## src/oajag_defines.vh

```
// Purpose: Constants for the operand and jump address generator
// Assumes: 15-bit program counter, 8-bit data pointers
// Notes:   Included by both design files
`ifndef OAJAG_DEFINES_VH
`define OAJAG_DEFINES_VH

// ********************
// Operation codes
// ********************
`define OAJAG_OP_NONE      4'h0
`define OAJAG_OP_DIRECT    4'h1
`define OAJAG_OP_IND       4'h2
`define OAJAG_OP_IND_INC   4'h3
`define OAJAG_OP_IND_DEC   4'h4
`define OAJAG_OP_IMM       4'h5
`define OAJAG_OP_IMM_SHORT 4'h6
`define OAJAG_OP_TABLE     4'h7
`define OAJAG_OP_REL_JUMP  4'h8
`define OAJAG_OP_ABS_JUMP  4'h9
`define OAJAG_OP_LONG_JUMP 4'hA
`define OAJAG_OP_IND_JUMP  4'hB
`define OAJAG_OP_VEC_JUMP  4'hC
`define OAJAG_OP_REG       4'hD
`define OAJAG_OP_BIT       4'hE

// ********************
// Field layout
// ********************
`define OAJAG_PC_W         15
`define OAJAG_ABS_W        12
`define OAJAG_REL_W        6
`define OAJAG_REG_BASE     4'hF
`define OAJAG_HI_ZERO      4'h0
`define OAJAG_PC_RESET     15'h0000
`define OAJAG_BYTE_RESET   8'h00

// ********************
// Sequencer states
// ********************
`define OAJAG_ST_IDLE      2'h0
`define OAJAG_ST_FETCH1    2'h1
`define OAJAG_ST_FETCH2    2'h2

`endif

```

## src/oajag_ptr_unit.v

```verilog
// Purpose: One index pointer with load and post-modify
// Assumes: Same clock as the sequencer
// Notes:   Wraps modulo 256
`timescale 1ns/1ns
`include "oajag_defines.vh"

module oajag_ptr_unit (
    input  wire       core_clk_in,
    input  wire       rst_n_in,
    input  wire       load_in,
    input  wire [7:0] load_val_in,
    input  wire       inc_in,
    input  wire       dec_in,
    output wire [7:0] ptr_out
);
    reg [7:0] ptr_reg;
    reg [7:0] ptr_next;

    always @* begin
        ptr_next = ptr_reg;
        if (load_in) begin
            ptr_next = load_val_in;
        end else if (inc_in) begin
            ptr_next = ptr_reg + 8'h01; // Carry is dropped
        end else if (dec_in) begin
            ptr_next = ptr_reg - 8'h01;
        end
    end

    always @(posedge core_clk_in) begin
        if (!rst_n_in) begin
            ptr_reg <= `OAJAG_BYTE_RESET;
        end else begin
            ptr_reg <= ptr_next;
        end
    end

    assign ptr_out = ptr_reg;
endmodule

```

## src/oajag_core.v

```verilog
// Operation
// - Direct mode takes data address from the instruction byte.
// - Indirect mode uses selected pointer value as data address.
// - Post-modify accesses at pointer then steps pointer by one.
// - Post-modify only for indirect load and exchange.
// - Immediate operand fetched from program byte after opcode.
// - Short immediate writes nibble into pointer low, clears high.
// - Table load swaps accumulator into pc low, fetches, restores.
// - Program counter is fifteen bits in two bytes.
// - Relative jump adds signed six-bit displacement, -32 to +31.
// - Absolute jump replaces low twelve bits, keeps upper three.
// - Long jump loads all fifteen bits from operand bytes.
// - Indirect jump reads byte at accumulator, loads pc low.
// - Vectored jump reads two adjacent bytes into program counter.
// - Most single-byte operations complete in one cycle.
// - Any single bit of data memory can be set, cleared, tested.
// - Register operands address data F0 to FF.
//
// Purpose: Operand and jump address generation for an 8-bit core
// Assumes: Program memory answers within the cycle its address is presented
// Notes:   Opcode decoding is done upstream; op_in is pre-decoded
`timescale 1ns/1ns
`include "oajag_defines.vh"

module oajag_core (
    input  wire                   core_clk_in,
    input  wire                   rst_n_in,
    input  wire                   start_in,
    input  wire [3:0]             op_in,
    input  wire                   ptr_sel_in,
    input  wire [7:0]             field_in,
    input  wire [11:0]            abs_in,
    input  wire [2:0]             bit_in,
    input  wire                   bit_val_in,
    input  wire [7:0]             acc_in,
    input  wire [7:0]             pmem_data_in,
    input  wire [7:0]             dmem_rdata_in,
    output wire                   busy_out,
    output reg                    done_out,
    output reg  [`OAJAG_PC_W-1:0] pc_out,
    output reg  [`OAJAG_PC_W-1:0] pmem_addr_out,
    output reg                    pmem_rd_out,
    output reg  [7:0]             dmem_addr_out,
    output reg                    dmem_en_out,
    output reg  [7:0]             operand_out,
    output reg                    operand_valid_out,
    output reg  [7:0]             acc_load_out,
    output reg                    acc_load_valid_out,
    output reg  [7:0]             bit_wdata_out,
    output reg                    bit_test_out,
    output wire [7:0]             ptr_b_out,
    output wire [7:0]             ptr_x_out
);
    // ********************
    // State
    // ********************
    localparam ST_IDLE   = `OAJAG_ST_IDLE;
    localparam ST_FETCH1 = `OAJAG_ST_FETCH1;
    localparam ST_FETCH2 = `OAJAG_ST_FETCH2;

    reg [1:0]             state_reg;
    reg [1:0]             state_next;
    reg [3:0]             op_reg;
    reg [7:0]             byte1_reg;
    reg [`OAJAG_PC_W-1:0] pc_next;
    reg [`OAJAG_PC_W-1:0] pmem_addr_next;
    reg                   pmem_rd_next;
    reg [7:0]             dmem_addr_next;
    reg                   dmem_en_next;
    reg [7:0]             operand_next;
    reg                   operand_valid_next;
    reg [7:0]             acc_load_next;
    reg                   acc_load_valid_next;
    reg [7:0]             bit_wdata_next;
    reg                   bit_test_next;
    reg                   done_next;
    reg [3:0]             op_next;
    reg [7:0]             byte1_next;
    reg [1:0]             ld_sel;
    reg [1:0]             inc_sel;
    reg [1:0]             dec_sel;
    reg [7:0]             ld_val;
    wire [7:0]            ptr_cur;
    wire [`OAJAG_PC_W-1:0] rel_ext;
    wire [`OAJAG_PC_W-1:0] pc_seq;
    wire [7:0]            bit_mask;
    wire [7:0]            ptr_vals_w [0:1];

    assign ptr_cur     = ptr_sel_in ? ptr_x_out : ptr_b_out;
    // Sign extension of the six-bit displacement
    assign rel_ext = {{(`OAJAG_PC_W-`OAJAG_REL_W){field_in[`OAJAG_REL_W-1]}},
                      field_in[`OAJAG_REL_W-1:0]};
    assign pc_seq   = pc_out + 15'h0001;
    assign bit_mask = 8'h01 << bit_in;
    assign busy_out = (state_reg != ST_IDLE);

    // ********************
    // Index pointers
    // ********************
    genvar gi;
    generate
        for (gi = 0; gi < 2; gi = gi + 1) begin : g_ptr
            oajag_ptr_unit u_ptr (
                .core_clk_in (core_clk_in),
                .rst_n_in    (rst_n_in),
                .load_in     (ld_sel[gi]),
                .load_val_in (ld_val),
                .inc_in      (inc_sel[gi]),
                .dec_in      (dec_sel[gi]),
                .ptr_out     (ptr_vals_w[gi])
            );
        end
    endgenerate
    assign ptr_b_out = ptr_vals_w[0];
    assign ptr_x_out = ptr_vals_w[1];

    // ********************
    // Decode and sequence
    // ********************
    always @* begin
        state_next          = state_reg;
        op_next             = op_reg;
        byte1_next          = byte1_reg;
        pc_next             = pc_out;
        pmem_addr_next      = pmem_addr_out;
        pmem_rd_next        = 1'b0;
        dmem_addr_next      = dmem_addr_out;
        dmem_en_next        = 1'b0;
        operand_next        = operand_out;
        operand_valid_next  = 1'b0;
        acc_load_next       = acc_load_out;
        acc_load_valid_next = 1'b0;
        bit_wdata_next      = bit_wdata_out;
        bit_test_next       = bit_test_out;
        done_next           = 1'b0;
        ld_sel              = 2'b00;
        inc_sel             = 2'b00;
        dec_sel             = 2'b00;
        ld_val              = {`OAJAG_HI_ZERO, field_in[3:0]};
        case (state_reg)
            ST_IDLE: begin
                if (start_in) begin
                    op_next = op_in;
                    case (op_in)
                        `OAJAG_OP_DIRECT: begin
                            dmem_addr_next = field_in;
                            dmem_en_next   = 1'b1;
                            pc_next        = pc_seq;
                            done_next      = 1'b1;
                        end
                        `OAJAG_OP_IND: begin
                            dmem_addr_next = ptr_cur;
                            dmem_en_next   = 1'b1;
                            pc_next        = pc_seq;
                            done_next      = 1'b1;
                        end
                        `OAJAG_OP_IND_INC, `OAJAG_OP_IND_DEC: begin
                            // Only load/exchange decode to these codes
                            dmem_addr_next = ptr_cur;
                            dmem_en_next   = 1'b1;
                            inc_sel[ptr_sel_in] = (op_in == `OAJAG_OP_IND_INC);
                            dec_sel[ptr_sel_in] = (op_in == `OAJAG_OP_IND_DEC);
                            pc_next        = pc_seq;
                            done_next      = 1'b1;
                        end
                        `OAJAG_OP_IMM_SHORT: begin
                            ld_sel[0] = 1'b1;
                            pc_next   = pc_seq;
                            done_next = 1'b1;
                        end
                        `OAJAG_OP_REG: begin
                            dmem_addr_next = {`OAJAG_REG_BASE, field_in[3:0]};
                            dmem_en_next   = 1'b1;
                            pc_next        = pc_seq;
                            done_next      = 1'b1;
                        end
                        `OAJAG_OP_BIT: begin
                            // Read-modify-write on any data address
                            dmem_addr_next = field_in;
                            dmem_en_next   = 1'b1;
                            state_next     = ST_FETCH1;
                        end
                        `OAJAG_OP_REL_JUMP: begin
                            // Caller never issues +1 here
                            pc_next   = pc_out + rel_ext;
                            done_next = 1'b1;
                        end
                        `OAJAG_OP_ABS_JUMP: begin
                            pc_next   = {pc_out[`OAJAG_PC_W-1:`OAJAG_ABS_W], abs_in};
                            done_next = 1'b1;
                        end
                        `OAJAG_OP_IMM, `OAJAG_OP_LONG_JUMP, `OAJAG_OP_VEC_JUMP: begin
                            pmem_addr_next = pc_seq;
                            pmem_rd_next   = 1'b1;
                            state_next     = ST_FETCH1;
                        end
                        `OAJAG_OP_TABLE, `OAJAG_OP_IND_JUMP: begin
                            // Accumulator stands in for the low pc byte
                            pmem_addr_next = {pc_out[`OAJAG_PC_W-1:8], acc_in};
                            pmem_rd_next   = 1'b1;
                            state_next     = ST_FETCH1;
                        end
                        default: begin
                            pc_next   = pc_seq;
                            done_next = 1'b1;
                        end
                    endcase
                end
            end
            ST_FETCH1: begin
                case (op_reg)
                    `OAJAG_OP_IMM: begin
                        operand_next       = pmem_data_in;
                        operand_valid_next = 1'b1;
                        pc_next            = pc_out + 15'h0002;
                        done_next          = 1'b1;
                        state_next         = ST_IDLE;
                    end
                    `OAJAG_OP_TABLE: begin
                        // Low byte never changed, so it is restored by design
                        acc_load_next       = pmem_data_in;
                        acc_load_valid_next = 1'b1;
                        pc_next             = pc_seq;
                        done_next           = 1'b1;
                        state_next          = ST_IDLE;
                    end
                    `OAJAG_OP_IND_JUMP: begin
                        pc_next    = {pc_out[`OAJAG_PC_W-1:8], pmem_data_in};
                        done_next  = 1'b1;
                        state_next = ST_IDLE;
                    end
                    `OAJAG_OP_BIT: begin
                        bit_test_next  = |(dmem_rdata_in & bit_mask);
                        bit_wdata_next = bit_val_in ? (dmem_rdata_in | bit_mask)
                                                    : (dmem_rdata_in & ~bit_mask);
                        pc_next        = pc_seq;
                        done_next      = 1'b1;
                        state_next     = ST_IDLE;
                    end
                    `OAJAG_OP_LONG_JUMP, `OAJAG_OP_VEC_JUMP: begin
                        byte1_next     = pmem_data_in;
                        pmem_addr_next = pmem_addr_out + 15'h0001;
                        pmem_rd_next   = 1'b1;
                        state_next     = ST_FETCH2;
                    end
                    default: begin
                        state_next = ST_IDLE;
                    end
                endcase
            end
            ST_FETCH2: begin
                // Upper byte first; its top bit is unused
                pc_next    = {byte1_reg[6:0], pmem_data_in};
                done_next  = 1'b1;
                state_next = ST_IDLE;
            end
            default: begin
                state_next = ST_IDLE;
            end
        endcase
    end

    // ********************
    // Registers
    // ********************
    always @(posedge core_clk_in) begin
        if (!rst_n_in) begin
            state_reg          <= ST_IDLE;
            op_reg             <= `OAJAG_OP_NONE;
            byte1_reg          <= `OAJAG_BYTE_RESET;
            pc_out             <= `OAJAG_PC_RESET;
            pmem_addr_out      <= `OAJAG_PC_RESET;
            pmem_rd_out        <= 1'b0;
            dmem_addr_out      <= `OAJAG_BYTE_RESET;
            dmem_en_out        <= 1'b0;
            operand_out        <= `OAJAG_BYTE_RESET;
            operand_valid_out  <= 1'b0;
            acc_load_out       <= `OAJAG_BYTE_RESET;
            acc_load_valid_out <= 1'b0;
            bit_wdata_out      <= `OAJAG_BYTE_RESET;
            bit_test_out       <= 1'b0;
            done_out           <= 1'b0;
        end else begin
            state_reg          <= state_next;
            op_reg             <= op_next;
            byte1_reg          <= byte1_next;
            pc_out             <= pc_next;
            pmem_addr_out      <= pmem_addr_next;
            pmem_rd_out        <= pmem_rd_next;
            dmem_addr_out      <= dmem_addr_next;
            dmem_en_out        <= dmem_en_next;
            operand_out        <= operand_next;
            operand_valid_out  <= operand_valid_next;
            acc_load_out       <= acc_load_next;
            acc_load_valid_out <= acc_load_valid_next;
            bit_wdata_out      <= bit_wdata_next;
            bit_test_out       <= bit_test_next;
            done_out           <= done_next;
        end
    end
endmodule

```

## config.mk

```make
export PLATFORM = sky130hd
export DESIGN_NAME = oajag_core
export DESIGN_NICKNAME = d
export VERILOG_FILES = /design/src/oajag_ptr_unit.v /design/src/oajag_core.v
export VERILOG_INCLUDE_DIRS = /design/src
export SDC_FILE = /design/constraint.sdc
export NUM_CORES = 1
export LEC_CHECK = 0
export ABC_AREA = 1
export BUFFER_PORTS_ARGS = -buffer_cell sky130_fd_sc_hd__buf_2
export CORE_MARGIN = 4
export CORE_UTILIZATION = 50
export CTS_CLUSTER_DIAMETER = 40
export DETAILED_ROUTE_END_ITERATION = 16
export PLACE_DENSITY = 0.73
export SYNTH_ARGS = -nofsm -noshare
export SYNTH_HDL_FRONTEND = slang
export SYNTH_SLANG_ARGS = --single-unit
```

## constraint.sdc

```tcl
create_clock -name core_clk_in -period 3.5 [get_ports core_clk_in]
set_input_delay 0.175 -clock core_clk_in [delete_from_list [all_inputs] [get_ports core_clk_in]]
set_output_delay 0.175 -clock core_clk_in [all_outputs]
set_load 0.02 [all_outputs]
```

# Word level (Yosys, flattened, before mapping)
# Index checks and enable logic that the tools add are counted.
dict set report totals {
  register_bits 97
  wordCells 146
}
dict set report classes {
  add_sub_neg 8
  n_lt_le_gt_ge 2
  n_eq_ne 31
  n_shift 1
  muxes 42
  bitwise_logic 7
  n_reduce_logical 35
}
# op count
set op_table {}
lappend op_table {{case mux 15 bit (3 select lines)} 3}
lappend op_table {{case mux 15 bit (2 select lines)} 2}
lappend op_table {{2-to-1 mux 8 bit} 6}
lappend op_table {{2-to-1 mux 15 bit} 3}
lappend op_table {{equality test 4 bit, second input constant} 11}
lappend op_table {{adder 15 x 1 -> 15 bit, second input constant} 2}
lappend op_table {{equality test 4 x 3 -> 1 bit, second input constant} 6}
lappend op_table {{case mux 8 bit (3 select lines)} 1}
lappend op_table {{2-to-1 mux 2 bit} 9}
lappend op_table {{adder 8 x 1 -> 8 bit, second input constant} 2}
lappend op_table {{bitwise AND 8 bit} 2}
lappend op_table {{subtractor 8 x 1 -> 8 bit, second input constant} 2}
lappend op_table {{adder 15 bit} 1}
lappend op_table {{adder 15 x 2 -> 15 bit, second input constant} 1}
lappend op_table {{AND reduction 2 bit} 7}
lappend op_table {{2-to-1 mux 1 bit} 13}
lappend op_table {{inequality test 2 bit, second input constant} 6}
lappend op_table {{OR reduction 2 bit} 6}
lappend op_table {{OR reduction 6 bit} 2}
lappend op_table {{nonzero test 3 bit} 3}
lappend op_table {{equality test 4 x 2 -> 1 bit, second input constant} 2}
lappend op_table {{inverter 8 bit} 1}
lappend op_table {{OR 8 bit} 1}
lappend op_table {{AND reduction 4 bit} 2}
lappend op_table {{26 further kinds} 32}

# Longest topological paths before layout
dict set report depth {
  ltp_word 11
  ltp_mapped 18
}

# By module
# From an unflattened synthesis, not the netlist that was laid out.
dict set report unflattened {
  hier_cells 1245
  hier_area_um2 7546.0
}
# mod n_inst cells_each area_per_inst_um2
set modules_own_cells {}
lappend modules_own_cells {oajag_core 1 1051 6238.5}
lappend modules_own_cells {{oajag_ptr_unit at g_ptr[1].u_ptr} 1 98 656.9}
lappend modules_own_cells {{oajag_ptr_unit at g_ptr[0].u_ptr} 1 96 650.6}

# Worst setup path before layout
# No wires, ideal clock.
dict set report synth_path {
  path_kind {register -> register}
  start {reg state_reg[0]}
  end {reg g_ptr[0].u_ptr.ptr_reg[5]}
  setup_ns 0.115
  t_arrival_ns 2.365
  required_ns 3.385
  path_slack_ns 1.020
  path_stages_with_launch 14
  n_path_buf 0
  period_less_slack_ns 2.480
  cell_sequence {dfxtp_1 inv_1 ha_1 nand2_2 inv_1 nand3_1 ha_1 a21oi_1 nand2_1 a21oi_1 o21ai_0 xor2_1 o21ai_0 inv_1}
}
dict set report synth_via {
  elab_chain_cells 3
  word_cells_on_any_way 7
}
# item line
set synth_lines {}
lappend synth_lines {{from (decl)} oajag_core.v:61} ;# reg [1:0] state_reg;
lappend synth_lines {{from (signal assigned)} oajag_core.v:284} ;# state_reg <= state_next;
lappend synth_lines {{zero test 2 bit (*)} oajag_core.v:140} ;# case (state_reg)
lappend synth_lines {{2-to-1 mux 2 bit or 2-to-1 mux 1 bit (tied branches)} oajag_core.v:140}
lappend synth_lines {{2-to-1 mux 8 bit (tied with other cells)} oajag_ptr_unit.v:23} ;# end else if (inc_in) begin
lappend synth_lines {{to (signal assigned)} oajag_ptr_unit.v:32} ;# ptr_reg <= `OAJAG_BYTE_RESET;
lappend synth_lines {{to (signal assigned)} oajag_ptr_unit.v:34} ;# ptr_reg <= ptr_next;
lappend synth_lines {{to (decl)} oajag_ptr_unit.v:16} ;# reg [7:0] ptr_reg;
# Every way passes the cells marked *; elsewhere a longest branch is shown, timed or not.
# A chain may end at the register's enable or synchronous reset.

# Worst setup path in the final report
# Ends and elaborated chain as after synthesis.

==> qor.txt <==
Post-synthesis average cell area - 6.19 sq um
Peak supply drop - 0.282 mV
Vias - 8,299
PnR worst setup slack - 0.615 ns
Row cnt - 44
Nets - 1,410
Reg clk slew, reported paths - 0.07 ns
Crit share post-route - 82.4%
Yosys reg bits - 97
Most common cell after layout, fill and taps aside - nand2_1
Reg2reg start - state_reg[0]
Wirelength, routed - 23,300 um
YS warnings - 0
Mapped Cells - 1,197
Combinational share of power - 35.5%
Clk_lat worst skew - 0.37 ns
Unrepaired setup endpoints after global routing - false
Final core utilization - 58.7%
FILL cells - 1,487
Syn_nets - 1,290
Tmin final - 2.88 ns
Post-DRT Antenna Nets - 0
P_sw - 0.00158 W
Slew Limit Fails - 0
Pre-antenna DRT Iters - 5
Clk buf depth - 2
Pre-CTS WS - 0.641 ns
Most frequent cells in the layout - 308 x nand2_1, 145 x inv_1, 140 x buf_2
Worst hold slack - 0.0949 ns
Number of flops mapped to enable cells by yosys - 0
Post-DP HPWL - 17,400 um
Slew HR - 45.5%
Number of global-route vias before repair - 7,474
Post-DR vias/cell - 5.51
Startpoint Class - flop
CP Class - reg2reg
Pwr Density - 448 nW/um^2
PortBufs - 140
Max FFs per register - 16
DRC violations left - 0
Crit path capture type - flop
Starting Density - 51.0%
Core area - 14,500 sq um
Clock power frac - 28.6%
Antenna cells - 0
Netlist Area Pre-Place - 7410 sq um
RD Place Congestion - 0.983
Wire per inst - 15.5 um
Register area - 1940 sq um
Initial antenna violation count - 0
Sequential share of the synthesized area - 26.2%
Hold Vio Cnt, Final - 0
Num ports - 141
CTS root buf - clkbuf_16
Setup crit start - state_reg[0]
Clock Skew - 0.0136 ns
Multi-input gate area - 4670 sq um
Least-Margin Pin Slew - 0.814 ns
Async set-or-reset flop fraction in the synthesized netlist - 0%
HP Class - in2reg
Post-synth top flop - dfxtp_1
H-tree depth - 3
Largest net degree at the start of global routing - 60
Die area - 16,800 sq um
Setup bufs post-CTS - 0
Seq pwr share - 35.9%
Die height - 130 um
Hold_buf cts - 0
Worst Hold Launch - dmem_rdata_in[1]
First-pass GRT wire length - 37,300 um
Clock sink count - 97
TritonCTS buffer count - 9
Die X - 130 um
Max-cap violations - 0
Post-CTS Resized - 0
Critical Path Fanout Max - 8
Internal - 0.00224 W
Grt ovf - 0
Crit path arrival time - 3.15 ns
Post-synth cell types - 46
Initial drt markers - 738
TritonCTS clock tree - done
GRT Total Usage - 27.8%
Power, Total - 0.00382 W
Switching Share - 41.3%
P&R area growth vs syn - 15.2%
Final setup vio count - 0
Max Clk Rate - 347 MHz
Fin Setup TNS - 0 ns
Critical Path RT - 3.76 ns
Outcome - complete, no violations
Fraction of layout cells with a size suffix above 1 - 16.0%
Lkg Pwr - 4.14 nW
[area by class of cell]
class                      instances  share of cell area, %
timing repair buffer             146                   8.74
clock buffer                       9                   2.64
multi-input combinational        898                   54.8
tap                              184                   2.70
sequential                        97                   22.8
inverter                         165                   7.29
clock inverter                     7                   1.11
[power by group through the flow]
stage	clock [W]	sequential, W	combinational (W)
floorplan	0	0.00145	0.000871
global placement	0	0.00139	0.00132
detailed placement	0	0.00139	0.00134
CTS	0.00110	0.00137	0.00135
global route	0.00114	0.00139	0.00153
finish	0.00109	0.00137	0.00136
[cells by family (layout without fill, tap and decap cells)]
logic type | Yosys count | in the layout | share of synthesized area (%)
AND/OR/NAND/NOR | 569 | 569 | 33.8
buffers and inverters | 202 | 327 | 10.7
adder cells (fa/ha/maj) | 37 | 37 | 6.55
flip-flops | 97 | 97 | 26.2
AO/OA/AOI/OAI | 270 | 270 | 20.1
XOR/XNOR | 22 | 22 | 2.60
[synth_stat cells, types with 2 or more instances]
cell       instances  area (sq um)
clkbuf_1          21          78.8
nand2_2            8          50.1
a22oi_1            4          30.0
buf_2              9          45.0
o21ai_1           14          70.1
o211ai_1          14           105
o21ai_2            2          17.5
inv_2             13          48.8
and2_1             2          12.5
dfxtp_1           97          1940
nand4_1           22           138
fa_1               3          60.1
o21bai_1           2          15.0
nand3_1          105           526
clkinv_1           6          22.5
o21a_1             2          15.0
nor3_2             2          20.0
buf_6              2          22.5
xor2_1            17           149
o21ai_0           96           480
nor3_1             7          35.0
or2_2              2          12.5
nor2_1            88           330
nor2_2             7          43.8
o22ai_1            4          25.0
a31oi_1           20           125
inv_1            145           544
o2111ai_1          3          26.3
nand2_1          308          1160
nor2_4             9           101
a21oi_1          103           515
a211oi_1           2          15.0
nand3b_1           5          37.5
buf_4              2          15.0
buf_1              3          11.3
xnor2_1            5          43.8
ha_1              34           425
[worst paths after layout]
kind	to	slack (ns)	cells past startpoint
worst max register to register	g_ptr[0].u_ptr.ptr_out[5]	0.62	13
worst max-delay path	g_ptr[0].u_ptr.ptr_out[5]	0.62	13
worst min-delay path	bit_wdata_out[1]	0.09	3
worst min register to register	acc_load_out[4]	0.45	2
[per-layer routing]
layer	routed length, um	vias up	share of wire [%]	global-route usage, %
met2	10500	324	45	44.2
met5	0	-	0	0
met3	1970	44	8.5	5.44
li1	-	4203	-	-
met1	10300	3728	44	38.0
met4	525	0	2.3	9.17
[metrics by stage]
stage | instances | cell area [sq um]
floorplan | 1197 | 7410
global placement | 1490 | 8210
detailed placement | 1490 | 8210
CTS | 1506 | 8530
global route | 1506 | 8530
finish | 1506 | 8530
[critical path: stages (launching register included)]
cell	delay, ns
dfxtp_1	0.33
inv_1	0.10
ha_1	0.30
nand2_2	0.17
inv_1	0.21
nand3_1	0.34
ha_1	0.46
a21oi_1	0.16
nand2_1	0.12
a21oi_1	0.14
o21ai_0	0.11
xor2_1	0.15
o21ai_0	0.14
inv_1	0.05
Note: power is estimated with default switching activity, not from simulation.
